<file path="src/logic/status_cond_pkg.sv">
package status_cond_pkg;
  // Clock period and the sampling tick that paces every channel.
  localparam longint CLK_PERIOD_PS = 5000;
  localparam longint TICK_TIME_MS = 100;
  localparam int TICK_CYCLES_DEF =
    int'(TICK_TIME_MS * 1000000000 / CLK_PERIOD_PS);
  localparam int TICKS_PER_SEC = 10;
  // Shortest pulse that the hold stages must catch, in ms and in ticks.
  localparam int MIN_PULSE_MS = 200;
  localparam int MIN_PULSE_TICKS = MIN_PULSE_MS / int'(TICK_TIME_MS);
  localparam int PAUSE_TIME_S = 3;
  localparam int PAUSE_TICKS = PAUSE_TIME_S * TICKS_PER_SEC;
  localparam int MUTE_SETTLE_TICKS = 5;
  localparam int TIME_W = 14;
  localparam logic [13:0] TIME_MAX = 14'h270e;
  localparam logic [13:0] CODE_MAX = 14'h270f;
  localparam logic [13:0] CODE_OPEN = 14'h0000;
  localparam int BOARDS = 8;
  localparam int DIGITS = 16;
  localparam logic [3:0] DIGIT_PAUSE = 4'ha;
  localparam logic [3:0] DIGIT_END = 4'hf;

  typedef enum logic [2:0] {
    DIAL_IDLE = 3'b001,
    DIAL_DIGIT = 3'b010,
    DIAL_WAIT = 3'b100
  } dial_state_t;

  // Clamp a time setting to range and drop it to the even step below.
  function automatic logic [13:0] evenTime(input logic [13:0] t);
    logic [13:0] c;
    c = (t > TIME_MAX) ? TIME_MAX : t;
    return {c[13:1], 1'b0};
  endfunction
endpackage

</file>
<file path="src/logic/status_channel.sv">
`timescale 1ns/1ps
`default_nettype none
module status_channel
  import status_cond_pkg::*;
(
  input wire logic mclk, // System clock.
  input wire logic arst_n, // Asynchronous reset, active low.
  input wire logic tick, // Sampling tick pulse.
  input wire logic rawIn, // Synchronised raw status level.
  input wire logic invert, // Inversion setting.
  input wire logic latchEn, // Hold-until-clear setting.
  input wire logic flashEn, // Hold-until-sent setting.
  input wire logic sent, // ON state was transmitted for display.
  input wire logic statusClear, // Global status clear pulse.
  output logic value, // Conditioned channel value.
  output logic rise, // Rising edge of the value, one cycle.
  output logic fall // Falling edge of the value, one cycle.
);
  logic invNow;
  logic prevInv_reg;
  logic held_reg;
  logic held_next;
  logic flash_reg;
  logic flash_next;
  logic seen_reg;
  logic seen_next;
  logic riseIn;
  logic fallIn;
  logic cond;

  assign invNow = rawIn ^ invert;
  // Both hold stages see the inverted sample, never the raw pin.
  assign riseIn = tick && invNow && !prevInv_reg;
  assign fallIn = tick && !invNow && prevInv_reg;

  always_comb
  begin
    held_next = held_reg;
    if (riseIn)
      held_next = 1'b1;
    else if (statusClear)
      held_next = 1'b0;
    flash_next = flash_reg;
    seen_next = seen_reg;
    if (!flash_reg)
    begin
      seen_next = 1'b0;
      if (riseIn)
        flash_next = 1'b1;
    end
    else
    begin
      if (sent)
        seen_next = 1'b1;
      if (fallIn && (seen_reg || sent))
        flash_next = 1'b0;
    end
    if (latchEn)
      cond = held_next;
    else if (flashEn)
      cond = flash_next;
    else
      cond = invNow;
  end

  always_ff @(posedge mclk or negedge arst_n)
  begin
    if (!arst_n)
    begin
      held_reg <= 1'b0;
      flash_reg <= 1'b0;
      seen_reg <= 1'b0;
    end
    else
    begin
      held_reg <= held_next;
      flash_reg <= flash_next;
      seen_reg <= seen_next;
    end
  end

  // A 100 ms tick samples every 200 ms pulse at least once.
  always_ff @(posedge mclk or negedge arst_n)
  begin
    if (!arst_n)
    begin
      prevInv_reg <= 1'b0;
      value <= 1'b0;
      rise <= 1'b0;
      fall <= 1'b0;
    end
    else
    begin
      rise <= tick && cond && !value;
      fall <= tick && !cond && value;
      if (tick)
      begin
        prevInv_reg <= invNow;
        value <= cond;
      end
    end
  end
endmodule
`default_nettype wire

</file>
<file path="src/logic/status_channel_conditioning.sv">
// Function
// - Inversion complements the raw status input.
// - Hold-until-clear latches ON at rising edge.
// - Status clear drops latched channels until rising.
// - Latching works on the inverted value.
// - Pulses of 200 ms or more are caught.
// - Hold-until-sent keeps ON until transmitted.
// - Release needs transmission and a later fall.
// - Hold-until-sent works on the inverted value.
// - Alarms and muting use the conditioned value.
// - Enabled edge alarms sound until acknowledged.
// - Alarm marker stays until input returns normal.
// - Enabled edges send logger events.
// - Mute source zero means not muted.
// - Muted values are flagged in operations mode.
// - Times 0 to 9998 s, even steps.
// - Link failure raises warning then timeout alarm.
// - Dialing starts after the alarm-to-dial time.
// - Access code zero admits all, else match.
// - Pause entry waits three seconds.
// - One dial number per modem board.
// - Muted while source OFF, then settling delay.
// - Pulsed command ignores new raise or lower.
`timescale 1ns/1ps
`default_nettype none
module status_channel_conditioning
  import status_cond_pkg::*;
#(
  parameter int NCH = 8,
  parameter int MW = $clog2(NCH + 1),
  parameter int TICK_CYCLES = TICK_CYCLES_DEF
)
(
  input wire logic mclk, // System clock, 200 MHz.
  input wire logic arst_n, // Asynchronous reset, active low.
  input wire logic [NCH-1:0] statusIn, // Raw status pins.
  input wire logic [NCH-1:0] invertCfg, // Per-channel inversion.
  input wire logic [NCH-1:0] latchCfg, // Per-channel hold-until-clear.
  input wire logic [NCH-1:0] flashCfg, // Per-channel hold-until-sent.
  input wire logic [NCH-1:0] sentAck, // ON state transmitted, pulse.
  input wire logic statusClear, // Global status clear, pulse.
  input wire logic opsMode, // Operations mode.
  input wire logic [NCH-1:0] alarmRiseEn, // Alarm on rising edge.
  input wire logic [NCH-1:0] alarmFallEn, // Alarm on falling edge.
  input wire logic [NCH-1:0] eventRiseEn, // Event on rising edge.
  input wire logic [NCH-1:0] eventFallEn, // Event on falling edge.
  input wire logic [MW-1:0] muteSrc [NCH], // Muting source, 0 is none.
  input wire logic alarmAck, // Operator acknowledge, pulse.
  input wire logic linkFail, // Master terminal link failed.
  input wire logic [13:0] failsafe_warning_time, // Seconds.
  input wire logic [13:0] failsafe_timeout_time, // Seconds.
  input wire logic [13:0] dialDelay, // Alarm-to-dial seconds.
  input wire logic dialupMode, // Dial-up modems in use.
  input wire logic [2:0] dialBoard, // Modem board to dial.
  input wire logic numWrite, // Store one dial digit, pulse.
  input wire logic [2:0] numBoard, // Board of stored digit.
  input wire logic [3:0] numPos, // Position of stored digit.
  input wire logic [3:0] numDigit, // Digit, pause or end code.
  input wire logic [13:0] access_code, // Site access code.
  input wire logic accessCheck, // Terminal presents a code, pulse.
  input wire logic [13:0] presentedCode, // Code offered by terminal.
  input wire logic raiseReq, // Raise command request, pulse.
  input wire logic lowerReq, // Lower command request, pulse.
  input wire logic [7:0] pulseTicks, // Command pulse width, ticks.
  output logic [NCH-1:0] chanValue, // Conditioned values.
  output logic [NCH-1:0] mutedFlag, // Value shown bracketed.
  output logic [NCH-1:0] alarmMark, // Alarm marker per channel.
  output logic audibleAlarm, // Audible alarm, level.
  output logic eventValid, // Logger event, pulse.
  output logic [MW-1:0] eventChan, // Event channel, from 1.
  output logic eventRising, // Event edge direction.
  output logic failWarn, // Failsafe warning alarm.
  output logic failAlarm, // Failsafe timeout alarm.
  output logic dialBusy, // Dialing in progress.
  output logic dialDigitValid, // Digit to dial, pulse.
  output logic [3:0] dialDigitOut, // Digit value.
  output logic accessGranted, // Access admitted, pulse.
  output logic accessDenied, // Access refused, pulse.
  output logic cmdRaise, // Raise command line.
  output logic cmdLower // Lower command line.
);
  localparam int TW = $clog2(TICK_CYCLES + 1);
  localparam int SW = $clog2(MUTE_SETTLE_TICKS + 1);

  logic [TW-1:0] tickCnt_reg;
  logic tick_reg;
  logic [3:0] secCnt_reg;
  logic secTick_reg;
  logic [NCH-1:0] sync1_reg;
  logic [NCH-1:0] sync2_reg;
  logic [NCH-1:0] chVal;
  logic [NCH-1:0] chRise;
  logic [NCH-1:0] chFall;
  logic [NCH-1:0] srcOn;
  logic [NCH-1:0] muted;
  logic [SW-1:0] settle_reg [NCH];
  logic [NCH-1:0] almHit;
  logic [NCH-1:0] evHit;
  logic [NCH-1:0] markDir_reg;
  logic [NCH-1:0] evPend_reg;
  logic [NCH-1:0] evDir_reg;
  logic [NCH-1:0] evTake;
  logic [13:0] fsSecs_reg;
  logic dialWait_reg;
  logic [13:0] dialSecs_reg;
  logic dialCall_reg;
  logic [3:0] numMem_reg [BOARDS][DIGITS];
  dial_state_t dialState_reg;
  logic [2:0] dialB_reg;
  logic [3:0] dialPos_reg;
  logic [5:0] pauseCnt_reg;
  logic [3:0] curDigit;
  logic [7:0] cmdCnt_reg;

  // Sampling tick and one-second tick.
  always_ff @(posedge mclk or negedge arst_n)
  begin
    if (!arst_n)
    begin
      tickCnt_reg <= '0;
      tick_reg <= 1'b0;
      secCnt_reg <= 4'h0;
      secTick_reg <= 1'b0;
    end
    else
    begin
      tick_reg <= (tickCnt_reg == TW'(TICK_CYCLES - 1));
      if (tickCnt_reg == TW'(TICK_CYCLES - 1))
        tickCnt_reg <= '0;
      else
        tickCnt_reg <= tickCnt_reg + 1'b1;
      secTick_reg <= 1'b0;
      if (tick_reg)
      begin
        if (secCnt_reg == 4'(TICKS_PER_SEC - 1))
        begin
          secCnt_reg <= 4'h0;
          secTick_reg <= 1'b1;
        end
        else
          secCnt_reg <= secCnt_reg + 4'h1;
      end
    end
  end

  // The status pins are asynchronous to mclk.
  always_ff @(posedge mclk or negedge arst_n)
  begin
    if (!arst_n)
    begin
      sync1_reg <= '0;
      sync2_reg <= '0;
    end
    else
    begin
      sync1_reg <= statusIn;
      sync2_reg <= sync1_reg;
    end
  end

  for (genvar c = 0; c < NCH; c++)
  begin : g_ch
    status_channel u_ch (
      .mclk(mclk),
      .arst_n(arst_n),
      .tick(tick_reg),
      .rawIn(sync2_reg[c]),
      .invert(invertCfg[c]),
      .latchEn(latchCfg[c]),
      .flashEn(flashCfg[c]),
      .sent(sentAck[c]),
      .statusClear(statusClear),
      .value(chVal[c]),
      .rise(chRise[c]),
      .fall(chFall[c])
    );
  end

  // Muting and edge qualification work on the conditioned value.
  always_comb
  begin
    for (int c = 0; c < NCH; c++)
    begin
      if (muteSrc[c] == '0 || int'(muteSrc[c]) > NCH)
        srcOn[c] = 1'b1;
      else
        srcOn[c] = chVal[int'(muteSrc[c]) - 1];
      muted[c] = !srcOn[c] || settle_reg[c] != '0;
      almHit[c] = opsMode && !muted[c] &&
        ((chRise[c] && alarmRiseEn[c]) ||
         (chFall[c] && alarmFallEn[c]));
      evHit[c] = opsMode && !muted[c] &&
        ((chRise[c] && eventRiseEn[c]) ||
         (chFall[c] && eventFallEn[c]));
    end
  end

  // Settling delay lets muted readings recover after the source returns.
  always_ff @(posedge mclk or negedge arst_n)
  begin
    if (!arst_n)
    begin
      for (int c = 0; c < NCH; c++)
        settle_reg[c] <= '0;
    end
    else
    begin
      for (int c = 0; c < NCH; c++)
      begin
        if (!srcOn[c])
          settle_reg[c] <= SW'(MUTE_SETTLE_TICKS);
        else if (tick_reg && settle_reg[c] != '0)
          settle_reg[c] <= settle_reg[c] - 1'b1;
      end
    end
  end

  // Alarm output, markers and display flags.
  always_ff @(posedge mclk or negedge arst_n)
  begin
    if (!arst_n)
    begin
      audibleAlarm <= 1'b0;
      alarmMark <= '0;
      markDir_reg <= '0;
      mutedFlag <= '0;
      chanValue <= '0;
    end
    else
    begin
      chanValue <= chVal;
      mutedFlag <= muted & {NCH{opsMode}};
      if (|almHit)
        audibleAlarm <= 1'b1;
      else if (alarmAck)
        audibleAlarm <= 1'b0;
      for (int c = 0; c < NCH; c++)
      begin
        // Normal is the level the channel had before the alarm edge.
        if (almHit[c])
        begin
          alarmMark[c] <= 1'b1;
          markDir_reg[c] <= chRise[c];
        end
        else if (tick_reg && chVal[c] != markDir_reg[c])
          alarmMark[c] <= 1'b0;
      end
    end
  end

  // Edges of one tick queue up and leave one per cycle, lowest first.
  always_comb
  begin
    evTake = '0;
    for (int c = NCH - 1; c >= 0; c--)
    begin
      if (evPend_reg[c])
        evTake = NCH'(1) << c;
    end
  end

  always_ff @(posedge mclk or negedge arst_n)
  begin
    if (!arst_n)
    begin
      evPend_reg <= '0;
      evDir_reg <= '0;
      eventValid <= 1'b0;
      eventChan <= '0;
      eventRising <= 1'b0;
    end
    else
    begin
      evPend_reg <= (evPend_reg & ~evTake) | evHit;
      for (int c = 0; c < NCH; c++)
      begin
        if (evHit[c])
          evDir_reg[c] <= chRise[c];
      end
      eventValid <= |evTake;
      for (int c = 0; c < NCH; c++)
      begin
        if (evTake[c])
        begin
          eventChan <= MW'(c + 1);
          eventRising <= evDir_reg[c];
        end
      end
    end
  end

  // Failsafe timers count whole seconds of link failure.
  always_ff @(posedge mclk or negedge arst_n)
  begin
    if (!arst_n)
    begin
      fsSecs_reg <= 14'h0000;
      failWarn <= 1'b0;
      failAlarm <= 1'b0;
    end
    else
    begin
      if (!linkFail)
        fsSecs_reg <= 14'h0000;
      else if (secTick_reg && fsSecs_reg != 14'h3fff)
        fsSecs_reg <= fsSecs_reg + 14'h0001;
      failWarn <= linkFail &&
        fsSecs_reg >= evenTime(failsafe_warning_time);
      failAlarm <= linkFail &&
        fsSecs_reg >= evenTime(failsafe_timeout_time);
    end
  end

  // Alarm-to-dial delay; a new alarm during the wait does not restart it.
  always_ff @(posedge mclk or negedge arst_n)
  begin
    if (!arst_n)
    begin
      dialWait_reg <= 1'b0;
      dialSecs_reg <= 14'h0000;
      dialCall_reg <= 1'b0;
    end
    else
    begin
      dialCall_reg <= 1'b0;
      if (!dialWait_reg)
      begin
        dialSecs_reg <= 14'h0000;
        if (dialupMode && |almHit)
          dialWait_reg <= 1'b1;
      end
      else if (dialSecs_reg >= evenTime(dialDelay))
      begin
        dialWait_reg <= 1'b0;
        dialCall_reg <= 1'b1;
      end
      else if (secTick_reg)
        dialSecs_reg <= dialSecs_reg + 14'h0001;
    end
  end

  always_ff @(posedge mclk or negedge arst_n)
  begin
    if (!arst_n)
    begin
      for (int b = 0; b < BOARDS; b++)
        for (int d = 0; d < DIGITS; d++)
          numMem_reg[b][d] <= DIGIT_END;
    end
    else if (numWrite)
      numMem_reg[numBoard][numPos] <= numDigit;
  end

  assign curDigit = numMem_reg[dialB_reg][dialPos_reg];

  // Dialer sends one digit per tick; a pause entry holds three seconds.
  always_ff @(posedge mclk or negedge arst_n)
  begin
    if (!arst_n)
    begin
      dialState_reg <= DIAL_IDLE;
      dialB_reg <= 3'h0;
      dialPos_reg <= 4'h0;
      pauseCnt_reg <= 6'h00;
      dialBusy <= 1'b0;
      dialDigitValid <= 1'b0;
      dialDigitOut <= 4'h0;
    end
    else
    begin
      dialDigitValid <= 1'b0;
      unique case (dialState_reg)
        DIAL_IDLE:
        begin
          dialPos_reg <= 4'h0;
          if (dialCall_reg)
          begin
            dialB_reg <= dialBoard;
            dialState_reg <= DIAL_DIGIT;
            dialBusy <= 1'b1;
          end
        end
        DIAL_DIGIT:
        begin
          if (tick_reg)
          begin
            if (curDigit == DIGIT_END)
            begin
              dialState_reg <= DIAL_IDLE;
              dialBusy <= 1'b0;
            end
            else if (curDigit == DIGIT_PAUSE)
            begin
              pauseCnt_reg <= 6'(PAUSE_TICKS - 1);
              dialState_reg <= DIAL_WAIT;
            end
            else
            begin
              dialDigitValid <= 1'b1;
              dialDigitOut <= curDigit;
              if (dialPos_reg == 4'(DIGITS - 1))
              begin
                dialState_reg <= DIAL_IDLE;
                dialBusy <= 1'b0;
              end
              else
                dialPos_reg <= dialPos_reg + 4'h1;
            end
          end
        end
        DIAL_WAIT:
        begin
          if (tick_reg)
          begin
            if (pauseCnt_reg != 6'h00)
              pauseCnt_reg <= pauseCnt_reg - 6'h01;
            else if (dialPos_reg == 4'(DIGITS - 1))
            begin
              dialState_reg <= DIAL_IDLE;
              dialBusy <= 1'b0;
            end
            else
            begin
              dialPos_reg <= dialPos_reg + 4'h1;
              dialState_reg <= DIAL_DIGIT;
            end
          end
        end
        default:
        begin
          dialState_reg <= DIAL_IDLE;
          dialBusy <= 1'b0;
        end
      endcase
    end
  end

  always_ff @(posedge mclk or negedge arst_n)
  begin
    if (!arst_n)
    begin
      accessGranted <= 1'b0;
      accessDenied <= 1'b0;
    end
    else
    begin
      accessGranted <= accessCheck && (access_code == CODE_OPEN ||
        presentedCode == access_code);
      accessDenied <= accessCheck && access_code != CODE_OPEN &&
        presentedCode != access_code;
    end
  end

  // Requests that arrive while a pulse runs are dropped, not queued.
  always_ff @(posedge mclk or negedge arst_n)
  begin
    if (!arst_n)
    begin
      cmdRaise <= 1'b0;
      cmdLower <= 1'b0;
      cmdCnt_reg <= 8'h00;
    end
    else if (cmdRaise || cmdLower)
    begin
      if (tick_reg)
      begin
        cmdCnt_reg <= cmdCnt_reg - 8'h01;
        if (cmdCnt_reg == 8'h01)
        begin
          cmdRaise <= 1'b0;
          cmdLower <= 1'b0;
        end
      end
    end
    else if (pulseTicks != 8'h00 && (raiseReq || lowerReq))
    begin
      cmdRaise <= raiseReq;
      cmdLower <= !raiseReq;
      cmdCnt_reg <= pulseTicks;
    end
  end
endmodule
`default_nettype wire

</file>
<file path="config.mk">
export PLATFORM = sky130hd
export DESIGN_NAME = status_channel_conditioning
export DESIGN_NICKNAME = d
export VERILOG_FILES = /design/src/logic/status_cond_pkg.sv /design/src/logic/status_channel.sv /design/src/logic/status_channel_conditioning.sv
export SDC_FILE = /design/constraint.sdc
export NUM_CORES = 1
export LEC_CHECK = 0
export BUFFER_PORTS_ARGS = -buffer_cell sky130_fd_sc_hd__buf_2
export CORE_ASPECT_RATIO = 0.75
export CORE_MARGIN = 3
export CORE_UTILIZATION = 40
export DETAILED_ROUTE_END_ITERATION = 6
export PLACE_DENSITY = 0.68
export SLEW_MARGIN = 20
export SYNTH_ARGS = -nofsm -noshare
export SYNTH_HDL_FRONTEND = slang
export SYNTH_SLANG_ARGS = --single-unit
export TNS_END_PERCENT = 100
</file>
<file path="constraint.sdc">
create_clock -name mclk -period 5.5 [get_ports mclk]
set_clock_uncertainty 0.1 [all_clocks]
set_input_delay 1.1 -clock mclk [delete_from_list [all_inputs] [get_ports mclk]]
set_output_delay 1.1 -clock mclk [all_outputs]
set_load 0.1 [all_outputs]
</file>
==> results.yml <==
status:
  status: "finished, final reports clean"
min_path:
  min_path_type: "register to register"
  min_to: "sync2_reg[7]$_DFF_PN0_"
  hold_depth: 0
  min-delay-start: "sync1_reg[7]$_DFF_PN0_"
global_route:
  grt_pass1_wl_um: 147000
  grt_max_degree: 121
  antenna_found_initial: 3
  grt_pass1_vias: 25100
  grt_overflow: 0
  grt_usage: 0.187
sta:
  rsz0062_at_grt: "no"
  setup-violations-final: 0
  max_freq_mhz: 236
  slew_viol_final: 0
  min_period_ns: 4.23
  slew_headroom: 0.296
  hold_ws_ns: 0.230
  hold_viol_final: 0
  fin_crit_sh: 0.770
  fin_tns_setup_ns: 0
  worstMarginPinSlew_ns: 1.06
  setup_ws_ns: 1.27
placement:
  dp_hpwl_um: 64300
  port_buffers: 249
  place_ws_ns: 0.988
  dpl_cell_area_um2: 40600
  routabilityCongestion: 0.856
  dp_cells: 4383
power_and_ir_drop:
  p_clk_frac: 0.394
  power_density_nw_per_um2: 314
  finalPower_mw: 13.6
  combinationalPowerShare: 0.128
  p_switching_mw: 3.55
  p_leak_nw: 17.9
  pwr-share-seq: 0.477
  ir_worst_vdd_v: 0.000212
  p_int_mw: 10.0
  swShare: 0.261
synthesis:
  yosysTopAreaCell: "dfstp_2"
  syn-num-nets: 3294
  yosysSeqAreaShare: 0.516
  ys_types: 75
  synth_flop_cell: "dfstp_2"
  synth-seq-cells: 760
  synth_top_area_frac: 0.354
  synthCells: 3008
  syn_area_per_cell_um2: 12.7
  synth-edff-count: 0
  yosysWarningCount: 0
  synthesis.area_um2: 38100
  ys_async_sr_fraction: 1.00
  yosys-top-cells-area: "dfstp_2 35%, dfrtp_1 16%, mux2_2 16%"
detailed_routing:
  routedWlPerCell_um: 20.8
  viasPerCell: 5.54
  drc_errors: 0
  drt-total-wl_um: 94000
  drtIter0Drc: 1696
  ant_nets: 0
  dr_total_vias: 25100
  dr.pass1.iters: 7
setup_path:
  max_stage_delay_ns: 0.91
  critPathCaptureType: "register"
  critPathKind: "register to register"
  reg2reg_depth: 10
  crit_top_cell: "a211oi_1"
  startpoint_type: "register"
  cpMaxStageDelayCell: "dfrtp_4"
  regToRegStartpoint: "dialB_reg[0]$_DFFE_PN0P_"
  crit_fanout: 35
  rr_endpoint: "pauseCnt_reg[0]$_DFFE_PN0P_"
  worst-endpoint-arrival_ns: 4.64
  timing.reg2reg.setup_slack_ns: 1.27
  worstPathRequired_ns: 5.90
  crit_chain: "buf_4 -> mux4_2 -> mux2i_1 -> a211oi_1 -> a21oi_1 -> a211oi_1 -> o221ai_2 -> and4bb_1 -> o21a_1 -> mux2_2"
cells_and_area:
  fin_util: 0.460
  syn_to_final_growth_pct: 13.4
  finalInstanceArea_um2: 43200
  fill_cells: 8377
  final_nets: 3514
  largest_reg_flops: 512
  instances_no_fill: 4528
  multi_input_area_um2: 17400
  seq_area_um2: 19700
  drive_above_1_share: 0.488
floorplan:
  io_pins: 250
  dieArea_um2: 99000
  start_util: 0.405
  rows: 97
  die_x_um: 362
  die_h_um: 273
  core-area_um2: 93900
clock_network:
  clock_latency_ns: 0.64
  path_clk_slew_ns: 0.06
  cts_tree: "done"
  ctsResizeCount: 0
  clockBufferDepth: 3
  cts_hold_buf: 0
  numClockSinks: 760
  numCtsBuffers: 80
  cts_setup_buffers: 0
  htreeDepth: 3
  clockRootBuffer: "clkbuf_16"
flow_run:
  cap_violations: 0
layout by cell type (no fill, tap or decap), types with 31 or more instances in the layout:
cell       netlist  routed
o22ai_1         37      37
mux2i_1         77      77
a21oi_1         83      82
nor3_1          49      49
dfrtp_1        247     243
mux4_2         128     128
nand3_1         51      51
nor2b_1         32      32
xor2_1          31      31
ha_1            79      79
inv_1           90      90
buf_2           16     244
nand4_1         31      31
xnor2_1         42      42
o21ai_0         66      66
nand2_1        172     172
nand2b_1        46      46
nor2_1         236     235
clkbuf_16        0      82
mux2_2         532     532
dfstp_2        513     513
final cells by class:
type                    count  area share
diodes                      5    0.000290
clock inverters            32     0.00753
repair buffers            283      0.0379
flip-flops and latches    760       0.456
inverters                  91     0.00791
well taps                1237      0.0358
multi-input cells        2012       0.404
clock buffers             108      0.0514
kinds of logic (layout without fill, tap and decap cells):
kind of cell / after synthesis / after routing / synth area share
mux: 737 / 737 / 0.253
buf+inv: 236 / 514 / 0.0269
other cells: 0 / 5 / 0
fa+ha+maj: 79 / 79 / 0.0260
compound gates: 355 / 355 / 0.0621
simple gates: 768 / 768 / 0.0989
flops: 760 / 760 / 0.516
xor+xnor: 73 / 73 / 0.0168
critical path: cells and delay by family, from the launching register on:
kind	cells	cell delay, ns
buffers and inverters	1	0.47
multiplexers	3	1.22
AND/OR/NAND/NOR	1	0.28
AO/OA/AOI/OAI	5	1.07
flip-flops	1	0.91
power by group through the flow:
stage	clock network, mW	logic, mW	registers [mW]
6_report	5.35	1.74	6.47
5_1_grt	5.73	1.90	6.52
4_1_cts	5.50	1.74	6.47
3_5_place_dp	0	1.73	6.55
3_3_place_gp	0	1.70	6.54
2_1_floorplan	0	1.13	6.52
synthesized netlist by cell type (6+ instances only):
cell type / number
a22o_1: 12
nor3_1: 49
buf_1: 8
ha_1: 79
nand2_1: 172
nor2b_1: 32
o31ai_1: 8
clkbuf_1: 104
nand2b_1: 46
and2_1: 21
a22oi_1: 30
o21a_1: 25
o21ai_0: 66
or2_2: 8
mux4_2: 128
a211o_1: 8
dfstp_2: 513
o221ai_1: 6
nor4_1: 18
mux2_2: 532
or3_1: 19
a21o_1: 16
dfrtp_1: 247
nor3b_1: 28
o22ai_1: 37
a211oi_1: 17
nor2_1: 236
nand3_1: 51
xor2_1: 31
buf_2: 16
a21oi_1: 83
nand4_1: 31
xnor2_1: 42
buf_6: 9
mux2i_1: 77
and3_1: 27
inv_1: 90
routing by layer:
layer | up-vias | track usage | wire length (um) | part of all wire
met3 | 164 | 0.0384 | 4970 | 0.053
met1 | 13000 | 0.274 | 44600 | 0.47
met2 | 569 | 0.279 | 41700 | 0.44
li1 | 11400 | - | - | -
met5 | - | 0 | 0 | 0
met4 | 0 | 0.0569 | 2780 | 0.030
worst max path at each step:
| stage | slack, ns | from | to | cells past startpoint |
|---|---|---|---|---|
| detailed placement | 0.99 | dialDelay[7] | dialSecs_reg[7]$_DFFE_PN0P_ | 17 |
| CTS | 1.27 | dialB_reg[0]$_DFFE_PN0P_ | pauseCnt_reg[0]$_DFFE_PN0P_ | 10 |
| floorplan | 1.42 | dialDelay[7] | dialSecs_reg[13]$_DFFE_PN0P_ | 16 |
| global placement | 1.02 | dialDelay[7] | dialSecs_reg[7]$_DFFE_PN0P_ | 17 |
| finish | 1.27 | dialB_reg[0]$_DFFE_PN0P_ | pauseCnt_reg[0]$_DFFE_PN0P_ | 10 |
| global route | 1.0 | dialB_reg[0]$_DFFE_PN0P_ | dialPos_reg[1]$_DFFE_PN0P_ | 11 |
(Power assumes the default switching activity.)
